$ cat src/logic/liu_regs_pkg.sv
// Constants for the line-interface control register bank.
// Assumes a single AHB-Lite slave on hclk with active-low async reset.
package liu_regs_pkg;
  // Byte offsets on the bus
  localparam logic [7:0] rx_config_off   = 8'h0c;
  localparam logic [7:0] irq_enable_off  = 8'h04;
  localparam logic [7:0] irq_status_off  = 8'h14;
  localparam logic [7:0] irq_clear_off   = 8'h18;
  localparam logic [7:0] src_status_off  = 8'h1c;
  localparam logic [7:0] off_mask        = 8'hff;
  // Field positions
  localparam int global_bit      = 7;
  localparam int insert_bpv_bit  = 2;
  localparam int res_hi_bit      = 4;
  localparam int res_lo_bit      = 3;
  localparam int n_src           = 7;
  // Reset values and masks
  localparam logic [7:0] reg_reset       = 8'h00;
  localparam logic [7:0] cfg_write_mask  = 8'h1f;
  localparam logic [6:0] src_reset       = 7'h00;
  // Resistor select encodings
  typedef enum logic [1:0] {
    res_none = 2'b00,
    res_60   = 2'b01,
    res_52p5 = 2'b10,
    res_37p5 = 2'b11
  } rx_res_e;
endpackage

$ cat src/logic/liu_regs_if.sv
// Write strobe group shared between bus slave and event logic.
// Assumes one hclk domain.
interface liu_regs_if;
  logic       clr_we;   // One-cycle clear strobe
  logic [6:0] clr_data; // Bits to clear
  logic [6:0] mask;     // Source enables
  logic [6:0] pending;  // Sticky flags
  modport regs (output clr_we, output clr_data, output mask,
                input pending);
  modport evt  (input clr_we, input clr_data, input mask,
                output pending);
endinterface

$ cat src/logic/liu_ctrl_regs.sv
// AHB-Lite register bank: receive config and interrupt enable.
// Assumes a single master, whole-word transfers, zero wait states.
module liu_ctrl_regs
  import liu_regs_pkg::*;
(
  input  wire logic        hclk,
  input  wire logic        hresetn,
  input  wire logic        hsel,
  input  wire logic [31:0] haddr,
  input  wire logic [1:0]  htrans,
  input  wire logic        hwrite,
  input  wire logic [2:0]  hsize,
  input  wire logic        hready,
  input  wire logic [31:0] hwdata,
  output logic      [31:0] hrdata,
  output logic             hreadyout,
  output logic             hresp,
  input  wire logic [6:0]  src_status,
  output logic [1:0]       rx_resistor_select,
  output logic             bpv_insert_pulse,
  output logic             irq
);
  liu_regs_if link ();                    // Strobes to event logic

  logic       wr_pend_reg, wr_pend_next;  // Write data phase pending
  logic [7:0] wr_addr_reg, wr_addr_next;  // Latched write offset
  logic [7:0] cfg_reg, cfg_next;          // Receive config register
  logic [7:0] ien_reg, ien_next;          // Interrupt enable register
  logic [31:0] rd_reg, rd_next;           // Registered read data
  logic        bpv_reg, bpv_next;         // Violation insert pulse
  logic        accept;                    // Address phase taken

  ////////////////////////////////////////////////////////////////////
  // Read decode, used for unmapped answer too
  function automatic logic [7:0] rd_decode(input logic [7:0] a,
                                           input logic [7:0] c,
                                           input logic [7:0] e,
                                           input logic [6:0] p,
                                           input logic [6:0] s);
    logic [7:0] r;
    r = reg_reset;
    unique case (a)
      rx_config_off:  r = c;
      irq_enable_off: r = e;
      irq_status_off: r = {1'b0, p};
      src_status_off: r = {1'b0, s};
      default:        r = reg_reset;  // Unmapped and clear read zero
    endcase
    return r;
  endfunction

  assign accept = hsel & htrans[1] & hready;

  ////////////////////////////////////////////////////////////////////
  // Next-state: write capture, register update, read data
  always_comb begin
    wr_pend_next = accept & hwrite;
    wr_addr_next = accept ? (haddr[7:0] & off_mask) : wr_addr_reg;
    cfg_next     = cfg_reg;
    ien_next     = ien_reg;
    bpv_next     = 1'b0;
    link.clr_we   = 1'b0;
    link.clr_data = hwdata[6:0];
    rd_next      = rd_reg;
    if (wr_pend_reg) begin
      unique case (wr_addr_reg)
        rx_config_off: begin
          // Bits 7:5 not modelled, read zero
          cfg_next = hwdata[7:0] & cfg_write_mask;
          // Only a 0-to-1 change inserts one violation
          bpv_next = hwdata[insert_bpv_bit]
                     & ~cfg_reg[insert_bpv_bit];
        end
        irq_enable_off: ien_next = hwdata[7:0];
        irq_clear_off:  link.clr_we = 1'b1;
        default: ;                               // Ignored write
      endcase
    end
    if (accept && !hwrite) begin
      rd_next = {24'h000000, rd_decode(haddr[7:0], cfg_reg, ien_reg,
                 link.pending, src_status)};
    end
  end

  always_ff @(posedge hclk or negedge hresetn) begin
    if (!hresetn) begin
      wr_pend_reg <= 1'b0;
      wr_addr_reg <= reg_reset;
      cfg_reg     <= reg_reset;
      ien_reg     <= reg_reset;
      rd_reg      <= 32'h00000000;
      bpv_reg     <= 1'b0;
    end else begin
      wr_pend_reg <= wr_pend_next;
      wr_addr_reg <= wr_addr_next;
      cfg_reg     <= cfg_next;
      ien_reg     <= ien_next;
      rd_reg      <= rd_next;
      bpv_reg     <= bpv_next;
    end
  end

  ////////////////////////////////////////////////////////////////////
  // Per-source masks; bit 6 driver .. bit 0 test pattern
  assign link.mask = ien_reg[6:0];
  // Masks gate only the pin; flags set regardless of mask

  liu_irq_events u_events (
    .hclk       (hclk),
    .hresetn    (hresetn),
    .src_status (src_status),
    .bus        (link)
  );

  // Pin needs global gate and one enabled pending flag
  assign irq = ien_reg[global_bit]
               & |(link.pending & link.mask);

  assign hrdata             = rd_reg;
  assign hreadyout          = 1'b1;  // Never waits
  assign hresp              = 1'b0;  // Always OKAY
  assign rx_resistor_select = {cfg_reg[res_hi_bit],
                               cfg_reg[res_lo_bit]};
  assign bpv_insert_pulse   = bpv_reg;
endmodule // liu_ctrl_regs

$ cat src/logic/liu_irq_events.sv
// Sticky interrupt flags fed by edges of source status levels.
// Assumes status inputs synchronous to hclk.
module liu_irq_events
  import liu_regs_pkg::*;
(
  input  wire logic       hclk,
  input  wire logic       hresetn,
  input  wire logic [6:0] src_status,
  liu_regs_if.evt         bus
);
  logic [6:0] prev_reg, prev_next;  // Last sampled status
  logic [6:0] pend_reg, pend_next;  // Sticky flags

  ////////////////////////////////////////////////////////////////////
  // Any change sets its flag; set beats a same-cycle clear
  always_comb begin
    prev_next = src_status;
    pend_next = pend_reg;
    if (bus.clr_we) begin
      pend_next = pend_next & ~bus.clr_data;
    end
    pend_next = pend_next | (src_status ^ prev_reg);
  end

  always_ff @(posedge hclk or negedge hresetn) begin
    if (!hresetn) begin
      prev_reg <= src_reset;
      pend_reg <= src_reset;
    end else begin
      prev_reg <= prev_next;
      pend_reg <= pend_next;
    end
  end

  assign bus.pending = pend_reg;
endmodule // liu_irq_events

$ cat config.mk
export PLATFORM = sky130hd
export DESIGN_NAME = liu_ctrl_regs
export DESIGN_NICKNAME = d
export VERILOG_FILES = /design/src/logic/liu_regs_pkg.sv /design/src/logic/liu_regs_if.sv /design/src/logic/liu_ctrl_regs.sv /design/src/logic/liu_irq_events.sv
export SDC_FILE = /design/constraint.sdc
export NUM_CORES = 1
export LEC_CHECK = 0
export BUFFER_PORTS_ARGS = -buffer_cell sky130_fd_sc_hd__clkbuf_2
export CELL_PAD_IN_SITES_DETAIL_PLACEMENT = 1
export CELL_PAD_IN_SITES_GLOBAL_PLACEMENT = 1
export CORE_MARGIN = 2
export CORE_UTILIZATION = 36
export CTS_BUF_LIST = sky130_fd_sc_hd__clkbuf_16
export DETAILED_ROUTE_END_ITERATION = 8
export PLACE_DENSITY = 0.94
export SYNTH_ARGS = -nofsm -noshare
export SYNTH_HDL_FRONTEND = slang
export SYNTH_HIERARCHICAL = 1
export SYNTH_SLANG_ARGS = --single-unit
$ cat constraint.sdc
create_clock -name hclk -period 2.6 [get_ports hclk]
set_clock_uncertainty 0.2 [all_clocks]
set_input_delay 0.13 -clock hclk [delete_from_list [all_inputs] [get_ports hclk]]
set_output_delay 0.13 -clock hclk [all_outputs]
set_load 0.005 [all_outputs]
==> Yosys cells after proc, flatten, opt, wreduce, memory -nomap -nowiden <==
Index checks and enable logic that the tools add are counted.
{ "op_classes": {"eq_ne": 7, "mux": 6, "n_bitwise": 11, "n_reduce_logical": 5} }
{ "ops": {"columns": ["cell", "count"], "rows": [
  ["8-bit case mux with 4 select lines", 1],
  ["8-bit by 5-bit == test with 1-bit output (second input constant)", 3],
  ["8-bit by 3-bit == test with 1-bit output (second input constant)", 2],
  ["8-bit by 4-bit == test with 1-bit output (second input constant)", 2],
  ["7-bit AND", 2],
  ["7-bit two-way mux", 1],
  ["7-bit NOT", 1],
  ["7-bit bitwise OR", 1],
  ["7-bit OR reduction", 1],
  ["7-bit XOR", 1],
  ["1-bit AND", 5],
  ["1-bit two-way mux", 4],
  ["2-bit AND reduction", 2],
  ["1-bit logical AND", 1],
  ["1-bit zero test", 1],
  ["1-bit NOT", 1]
]} }
{ "word_totals": {"register_bits": 45, "elab_cells": 37} }

==> Logic depth before layout (Yosys ltp) <==
Gate-level depths: netlist of run 1.
{ "depth": {"ltp_word": 5, "ltp_mapped": 5, "mapped_depth_nobuf": 4} }

==> Cells and area by module <==
The synthesis of run 1 kept the hierarchy.
{ "modules_own_cells": {"columns": ["module", "instances", "cells_each", "area_per_inst_um2", "seq_area_each_um2"], "rows": [
  ["liu_ctrl_regs", 1, 153, 1791.7, 775.7],
  ["liu_irq_events", 1, 35, 490.5, 350.3]
]} }

==> Least setup slack after synthesis of run 1 <==
Ideal clock, no wire load.
{ "synth_timing": {"path_kind": "register to register", "start": "register wr_addr_reg[1]", "end": "register cfg_reg[0]", "arrival_ns": 1.345, "required_ns": 2.275, "setup_slack_ns": 0.930, "stages_incl_launch_ff": 5, "synth_period_minus_slack_ns": 1.670, "cell_sequence": "dfrtp_1 > nor4_4 > and3_1 > buf_6 > mux2_4"} }
{ "synth_via": {"elab_chain_cells": 2} }
{ "synth_lines": {"columns": ["item", "line_no", "source"], "rows": [
  ["start: declaration", "liu_ctrl_regs.sv:26", "logic [7:0] wr_addr_reg, wr_addr_next;"],
  ["start signal: assignment", "liu_ctrl_regs.sv:88", "wr_addr_reg <= reg_reset;"],
  ["start signal: assignment", "liu_ctrl_regs.sv:95", "wr_addr_reg <= wr_addr_next;"],
  ["8-bit by 4-bit == test with 1-bit output", "liu_ctrl_regs.sv:66", "unique case (wr_addr_reg)"],
  ["2-bit AND reduction (no line)", null, null],
  ["end signal: assignment", "liu_ctrl_regs.sv:89", "cfg_reg <= reg_reset;"],
  ["end signal: assignment", "liu_ctrl_regs.sv:96", "cfg_reg <= cfg_next;"],
  ["end: declaration", "liu_ctrl_regs.sv:27", "logic [7:0] cfg_reg, cfg_next;"]
]} }
Every way passes these cells.
A chain may end at the register's enable or synchronous reset.

==> Worst setup path after layout of run 1 <==
{ "layout_timing": {"start": "input port haddr[5]", "end": "register rd_reg[7], in the netlist hrdata[7]"} }
{ "layout_via": {"elab_chain_cells": 2, "elab_cells_between_ends": 5, "cone_classes": "eq/ne (4); mux (1)"} }
{ "layout_lines": {"columns": ["item", "line_no", "source"], "rows": [
  ["start: declaration", "liu_ctrl_regs.sv:9", "input wire logic [31:0] haddr,"],
  ["8-bit by 5-bit == test with 1-bit output, or another cell as far along", "liu_ctrl_regs.sv:42", "unique case (a)"],
  ["8-bit case mux with 4 select lines *", "liu_ctrl_regs.sv:42", null],
  ["end signal: assignment", "liu_ctrl_regs.sv:98", "rd_reg <= rd_next;"],
  ["end: declaration", "liu_ctrl_regs.sv:29", "logic [31:0] rd_reg, rd_next;"]
]} }
Mark *: on every way between the ends. The rest lies on a longest branch, timed or not.

==> results of run 1 <==
[routing by layer]
layer	vias to the layer above	track usage, %
met3	9	3.46
met4	0	4.25
li1	743	-
met2	36	28.0
met5	-	0
met1	808	19.1
[Yosys cell counts, types with 2 or more instances]
cell type	n	area share, %
dfrtp_1	45	49
buf_4	28	9.2
mux2_2	27	13
nand2_1	14	2.3
nand4_1	12	3.3
nand3_1	9	2.0
a21o_1	7	2.3
xor2_1	7	2.7
mux2_4	5	3.3
a22oi_1	2	0.66
and3_1	2	0.55
and3b_1	2	0.77
and4b_1	2	0.88
buf_6	2	0.99
clkbuf_1	2	0.33
conb_1	2	0.33
inv_1	2	0.33
nor2_1	2	0.33
nor4b_2	2	1.3
o21ai_0	2	0.44
[critical path: stages]
cell	delay, ps
dlygate4sd3_1	540
clkbuf_2	150
nor4_2	730
nand3_1	160
o21ai_0	220
[metrics by stage]
stage	cells	instance area, sq um	setup slack, ps
after floorplan	212	2370	930
after global placement	298	2440	709
after detailed placement	298	2440	675
after CTS	328	2800	644
after global routing	328	2800	503
final	328	2800	634
[power breakdown]
group / internal, mW / switching (mW)
logic: 0.0977 / 0.0918
registers: 0.743 / 0.0352
clock network: 0.344 / 0.244
total: 1.18 / 0.371
[how the worst max path moves through the flow]
stage | startpoint | end | slack [ps] | depth (start not counted)
2_1_floorplan | wr_addr_reg[1] | cfg_reg[0] | 930 | 4
3_3_place_gp | wr_addr_reg[1] | cfg_reg[1] | 710 | 3
3_5_place_dp | wr_addr_reg[1] | cfg_reg[1] | 670 | 3
4_1_cts | haddr[5] | hrdata[7] | 640 | 5
5_1_grt | haddr[5] | hrdata[7] | 500 | 5
6_report | haddr[5] | hrdata[7] | 630 | 5
[kinds of logic after synthesis]
kind of cell	synth area share [%]
other cells	0.329
xor+xnor	2.69
mux	17.1
simple gates	15.0
flops	49.3
buf+inv	11.1
compound gates	4.50
[layout make-up]
type	instances	area (sq um)
Clock inverter	2	7.51
Sequential cell	45	1130
Inverter	2	7.51
Fill cell	699	3440
Timing Repair Buffer	65	445
Multi-Input combinational cell	132	993
Tap cell	77	96.3
Clock buffer	5	125
[what timing repair did]
action	4_1_cts	5_1_grt
hold buffers	23	0
endpoints found under the hold margin	80	0
endpoints found under the setup margin	0	0
==> flow_summary.toml, run 1 <==
[synthesis]
synth_cell_types = 32
yosysSeqAreaShare_pct = 49.3
async_reset_ff_share_pct = 100
syn_inst = 188
synth_area_sq_um = 2280
synth_ff_type = "dfrtp_1"
syn_avg_cell_area_sq_um = 12.1
ys_ff_latch = 45
ys_warn_count = 6
synth_edf_count = 0

[pwr]
ir_worst_vdd_mv = 0.205
power.density_nw_per_um2 = 555
power_mw = 1.56
leakage_nw = 1.30

[routing]
first_pass_iters = 4
wirelength_mm = 5.32
routed.top_layer = "met4"
wl_met3_um = 195
route.met2.wl_mm = 2.80
initialDrtViolationCount = 75
wl_met1_mm = 2.27
wire_per_inst_um = 16.2
avgViaCountPerCell = 4.87
num_vias = 1596
drc = 0
ant_nets = 0

[timing]
max_clock_freq_ghz = 0.509
finalHoldViolCount = 0
post-route-period-util_pct = 75.6
tns_ps = 0
whs_ps = 12.3
slew_headroom_pct = 44.9
layout_min_cycle_time_ps = 1970
rsz0062_at_grt = "no"
maxSlewViolCount = 0
worst_pin_slew_ps = 824
setup_viol_count_final = 0

[worst_setup_path]
endpoint_kind = "flop"
required_ps = 2580
rr_startpoint = "wr_addr_reg[1]"
rrSetupSlack_ps = 660
crit_type = "input port to flop"
arrival_ps = 1950
rr_endpoint = "cfg_reg[0]"
path_max_fanout = 7
startpoint_type = "input port"
rr_worst_depth = 3

[job]
cap_violations = 0

[min_path]
hold_start = "haddr[4]"
hold-path-cell-count = 2
hold_end = "wr_addr_reg[4]"
worstHoldPathType = "input port to flop"

[layout]
syn2layout_area_growth_pct = 22.8
final_common_cell = "dfrtp_1"
final_core_util_pct = 44.9
layout_common_cells = "dfrtp_1 (45), clkbuf_2 (40), mux2_2 (27)"
nets = 332
diodes = 0
drive_gt1_share_pct = 33.5

[clock_network]
numCtsBuffers = 5
cts_tree = "done"
post_cts_buffers = 0
cts_htree_levels = 2
path_clk_slew_ps = 60
worstSkewPairLatency_ps = 280
clockBufferDepth = 2
clock-root-buffer = "clkbuf_16"
cts_sinks = 45
cts_resized = 0

[grt]
grt_pass1_vias = 1702
grt_usage_pct = 15.7
grt_pass1_wl_mm = 8.74
grt_max_degree = 46
antenna_found_initial = 0
overflow = 0

[placement]
finalWeightedCongestion = 0.716
port_buffers = 40
dp.final_hpwl_mm = 3.80

[die]
die_x_um = 83.6
fp.coreArea_sq_um = 6240
die_y_um = 83.6
dieArea_sq_um = 6990
start_util_pct = 36.6
row_count = 29
io-pin-count = 119

[status]
status = "finished, final reports clean"
(Power assumes the default switching activity.)
==> run 2, diff against run 1 <==
--- a/config.mk
+++ b/config.mk
@@ -9,10 +9,10 @@
 export CELL_PAD_IN_SITES_DETAIL_PLACEMENT = 1
 export CELL_PAD_IN_SITES_GLOBAL_PLACEMENT = 1
 export CORE_MARGIN = 2
-export CORE_UTILIZATION = 36
+export CORE_UTILIZATION = 34
 export CTS_BUF_LIST = sky130_fd_sc_hd__clkbuf_16
 export DETAILED_ROUTE_END_ITERATION = 8
-export PLACE_DENSITY = 0.94
+export PLACE_DENSITY = 0.9
 export SYNTH_ARGS = -nofsm -noshare
 export SYNTH_HDL_FRONTEND = slang
 export SYNTH_HIERARCHICAL = 1
==> constraint.sdc (replaced) <==
create_clock -name hclk -period 2 [get_ports hclk]
set_clock_uncertainty 0.2 [all_clocks]
set_input_delay 0.1 -clock hclk [delete_from_list [all_inputs] [get_ports hclk]]
set_output_delay 0.1 -clock hclk [all_outputs]
set_load 0.005 [all_outputs]
==> run 2 against run 1 <==
Effect of this change: final cell count up 1.5%; worst setup slack worse by 510 ps; die area rose by 5.6%; flip-flop and latch count unchanged; worst hold slack better by 120 ps; sequential power grew 30%; register-to-register slack worse by 540 ps; global-route usage grew 0.80 points; critical endpoint is now u_events/bus.pending[1].
==> flow_summary.toml, run 2 (synthesis gave the netlist of run 1 again) <==
[layout]
final_core_util_pct = 44.8
multi_input_area_sq_um = 995
diodes = 0
ff_latch_area_sq_um = 1130
nets = 336
layout.cells.non_filler = 333
finalInstanceArea_sq_um = 2880
syn2layout_area_growth_pct = 26.1
n_fill_cell = 699
layout_common_cells = "dfrtp_1 (45), clkbuf_2 (40), mux2_2 (27)"
final_common_cell = "dfrtp_1"
drive_gt1_share_pct = 34.8

[placement]
dp.final_hpwl_mm = 3.76
port_buffers = 40
placed_cells = 301
pre_cts_ws_ps = 75.0
post_dp_cell_area_sq_um = 2470
finalWeightedCongestion = 0.765

[timing]
finalHoldViolCount = 0
rsz0062_at_grt = "no"
slew_headroom_pct = 61.1
max_clock_freq_ghz = 0.533
worst_pin_slew_ps = 583
whs_ps = 133
maxSlewViolCount = 0
final.setup.worst_slack_ps = 124
setup_viol_count_final = 0
post-route-period-util_pct = 93.8
tns_ps = 0
layout_min_cycle_time_ps = 1880

[worst_setup_path]
crit_start = "wr_addr_reg[1]"
rrSetupSlack_ps = 120
required_ps = 1980
path_max_fanout = 7
endpoint_kind = "flop"
rr_worst_depth = 4
endpoint = "u_events/bus.pending[1]"
startpoint_type = "flop"
rr_startpoint = "wr_addr_reg[1]"
rr_endpoint = "u_events/bus.pending[1]"
crit_type = "flop to flop"
arrival_ps = 1860

[die]
start_util_pct = 35.5
die_x_um = 85.9
dieArea_sq_um = 7380
row_count = 29
die_y_um = 85.9
fp.coreArea_sq_um = 6420
io-pin-count = 119

[grt]
grt_pass1_vias = 1829
grt_usage_pct = 16.5
overflow = 0
grt_pass1_wl_mm = 9.31
grt_max_degree = 46
antenna_found_initial = 0

[routing]
ant_nets = 0
initialDrtViolationCount = 83
wirelength_mm = 5.73
num_vias = 1631
avgViaCountPerCell = 4.90
first_pass_iters = 4
wire_per_inst_um = 17.2
drc = 0

[min_path]
worstHoldPathType = "input port to flop"

[clock_network]
clockBufferDepth = 2
worstSkewPairLatency_ps = 290
post_cts_buffers = 0
cts_sinks = 45
cts_tree = "done"
path_clk_slew_ps = 60
clock-root-buffer = "clkbuf_16"
cts_htree_levels = 2
numCtsBuffers = 5

[pwr]
ir_worst_vdd_mv = 0.588
leakage_nw = 1.34
power_mw = 2.18
power.density_nw_per_um2 = 759

[job]
cap_violations = 0

[status]
status = "finished, final reports clean"
run 2: cell count changes in the layout (fill, tap and decap cells not counted):
cell           before  now
buf_4               2    4
and4b_1             2    1
and4b_2             0    1
buf_12              0    1
bufinv_16           0    1
dlygate4sd3_1      23   24
run 2: metal layers:
| metal | GRT usage, % | vias to the layer above | wire, um |
|---|---|---|---|
| met2 | 30.3 | 53 | 3140 |
| met3 | 3.66 | 9 | 263 |
| met1 | 18.8 | 816 | 2260 |
| li1 | - | 753 | - |
| met4 | 5.63 | 0 | 71 |
| met5 | 0 | - | 0 |
run 2: report_power, final:
part | switching (mW) | internal, mW
Clock | 0.342 | 0.581
Sequential | 0.0450 | 0.965
Combinational | 0.121 | 0.130
Total | 0.509 | 1.68
run 2: layout make-up:
class,count,area share (%)
flip-flops and latches,45,39.1
multi-input cells,132,34.6
repair buffers,69,17.0
clock buffers,5,4.35
well taps,77,3.35
clock inverters,3,1.30
inverters,2,0.261
run 2: worst max-delay path: stages (launching register included):
cell and delay, ps:
dfrtp_1 410, nor4_4 420, and4b_2 430, nand2_1 110, a21o_1 190
run 2: what timing repair did:
item | 4_1_cts | 5_1_grt
gates resized for setup | 0 | 1
setup endpoints to repair | 0 | 6
hold endpoints to repair | 83 | 0
hold buffers | 24 | 0
run 2: worst min-delay path by stage:
stage / startpoint / end / slack [ps] / cells past startpoint
floorplan: hresetn / bpv_insert_pulse / -400 / 0
global placement: hresetn / cfg_reg[3] / 20 / 2
detailed placement: hresetn / cfg_reg[3] / 20 / 2
CTS: htrans[1] / wr_pend_reg / 130 / 3
global route: htrans[1] / wr_pend_reg / 200 / 3
finish: hready / wr_pend_reg / 130 / 3
==> run 3, diff against run 2 <==
--- a/config.mk
+++ b/config.mk
@@ -8,7 +8,8 @@
 export BUFFER_PORTS_ARGS = -buffer_cell sky130_fd_sc_hd__clkbuf_2
 export CELL_PAD_IN_SITES_DETAIL_PLACEMENT = 1
 export CELL_PAD_IN_SITES_GLOBAL_PLACEMENT = 1
-export CORE_MARGIN = 2
+export CORE_ASPECT_RATIO = 0.7
+export CORE_MARGIN = 10
 export CORE_UTILIZATION = 34
 export CTS_BUF_LIST = sky130_fd_sc_hd__clkbuf_16
 export DETAILED_ROUTE_END_ITERATION = 8
==> run 3 against run 2 <==
Effect of this change: worst hold slack lost 130 ps; sequential power about the same; critical path depth unchanged; first-iteration DRC count down 22%; utilization increased by 0.57 points; global-route usage shrank 3.5 points; total power up 0.84%; flip-flop and latch count unchanged; final cell count increased by 3.9%; via count grew 0.61%.
==> flow_summary.toml, run 3 (synthesis gave the netlist of run 1 again) <==
[die]
io-pin-count = 119
fp.coreArea_sq_um = 6370
die_y_um = 88.5
die_x_um = 118
dieArea_sq_um = 10400
row_count = 24
start_util_pct = 35.8

[layout]
n_fill_cell = 703
drive_gt1_share_pct = 35.3
final_common_cell = "dfrtp_1"
multi_input_area_sq_um = 993
layout.cells.non_filler = 346
nets = 336
layout_common_cells = "dfrtp_1 (45), clkbuf_2 (40), mux2_2 (27)"
diodes = 0
ff_latch_area_sq_um = 1130
syn2layout_area_growth_pct = 26.6

[min_path]
hold-path-cell-count = 2
worstHoldPathType = "input port to flop"

[worst_setup_path]
crit_type = "flop to flop"
arrival_ps = 1870
required_ps = 1980
endpoint_kind = "flop"
rr_worst_depth = 4
path_max_fanout = 7
startpoint_type = "flop"

[clock_network]
numCtsBuffers = 5
clock-root-buffer = "clkbuf_16"
path_clk_slew_ps = 60
clockBufferDepth = 2
post_cts_buffers = 0
cts_sinks = 45
cts_tree = "done"
cts_resized = 0
worstSkewPairLatency_ps = 290
cts_htree_levels = 2

[grt]
top_usage_layer = "met2"
overflow = 0
antenna_found_initial = 0
grt.met1_usage_pct = 14.3
met3_usage_pct = 3.37
grt_pass1_wl_mm = 10.7
grt_usage_pct = 13.0
globalRouteMet2Util_pct = 24.1
grt_pass1_vias = 1907
grt_max_degree = 33

[timing]
slew_headroom_pct = 42.7
maxSlewViolCount = 0
whs_ps = 0.0616
worst_pin_slew_ps = 860
layout_min_cycle_time_ps = 1890
rsz0062_at_grt = "no"
post-route-period-util_pct = 94.5
tns_ps = 0
max_clock_freq_ghz = 0.529
finalHoldViolCount = 0
setup_viol_count_final = 0

[routing]
avgViaCountPerCell = 4.74
num_vias = 1641
ant_nets = 0
wire_per_inst_um = 19.3
drc = 0
first_pass_iters = 4
initialDrtViolationCount = 65
wirelength_mm = 6.69

[placement]
port_buffers = 40
placed_cells = 316
finalWeightedCongestion = 0.758
dp.final_hpwl_mm = 4.80

[job]
cap_violations = 0

[pwr]
leakage_nw = 1.34
power.density_nw_per_um2 = 762
ir_worst_vdd_mv = 0.296

[status]
status = "finished, final reports clean"
-- run 3: worst max-delay path, cell delays in order, from the launching register on --
cell	delay, ps
dfrtp_1	420
nor4_4	370
and4b_1	460
nand2_1	130
a21o_1	200
-- run 3: layout make-up --
class / count / share of cell area [%]
flip-flops and latches: 45 / 39.0
multi-input cells: 132 / 34.4
repair buffers: 69 / 16.9
clock buffers: 5 / 4.33
well taps: 91 / 3.94
clock inverters: 2 / 1.21
inverters: 2 / 0.260
-- run 3: stage by stage --
stage | worst slack [ps] | cell area [sq um] | power (mW) | utilization (%)
2_1_floorplan | 330 | 2370 | 1.18 | -
3_3_place_gp | 188 | 2500 | 1.23 | 39.2
3_5_place_dp | 161 | 2500 | 1.25 | 39.2
4_1_cts | 125 | 2890 | 2.21 | 45.4
5_1_grt | 42.9 | 2890 | 2.29 | 45.4
6_report | 110 | 2890 | 2.20 | 45.4
-- run 3: final timing paths --
kind	slack (ps)	startpoint	end
hold reg to reg	280	hrdata[4]	hrdata[4]
setup reg to reg	110	wr_addr_reg[1]	u_events/bus.pending[3]
hold / removal	0.06	haddr[4]	wr_addr_reg[4]
min in group asynchronous	260	hresetn	hrdata[3]
max in group asynchronous	680	hresetn	u_events/bus.pending[2]
setup / recovery	110	wr_addr_reg[1]	u_events/bus.pending[3]
-- run 3: power breakdown --
part,total (mW),internal (mW),switching [mW]
clock,0.928,0.580,0.348
sequential,1.01,0.965,0.0484
combinational,0.261,0.130,0.131
total,2.20,1.68,0.527
-- run 3: routing by layer --
layer	vias up	routed length (um)
met5	-	0
met4	0	112
met3	11	346
met2	49	3530
met1	828	2700
li1	753	-
-- run 3: what timing repair did --
action,4_1_cts,5_1_grt
endpoints found under the setup margin,0,0
hold buffers,23,0
endpoints found under the hold margin,66,0
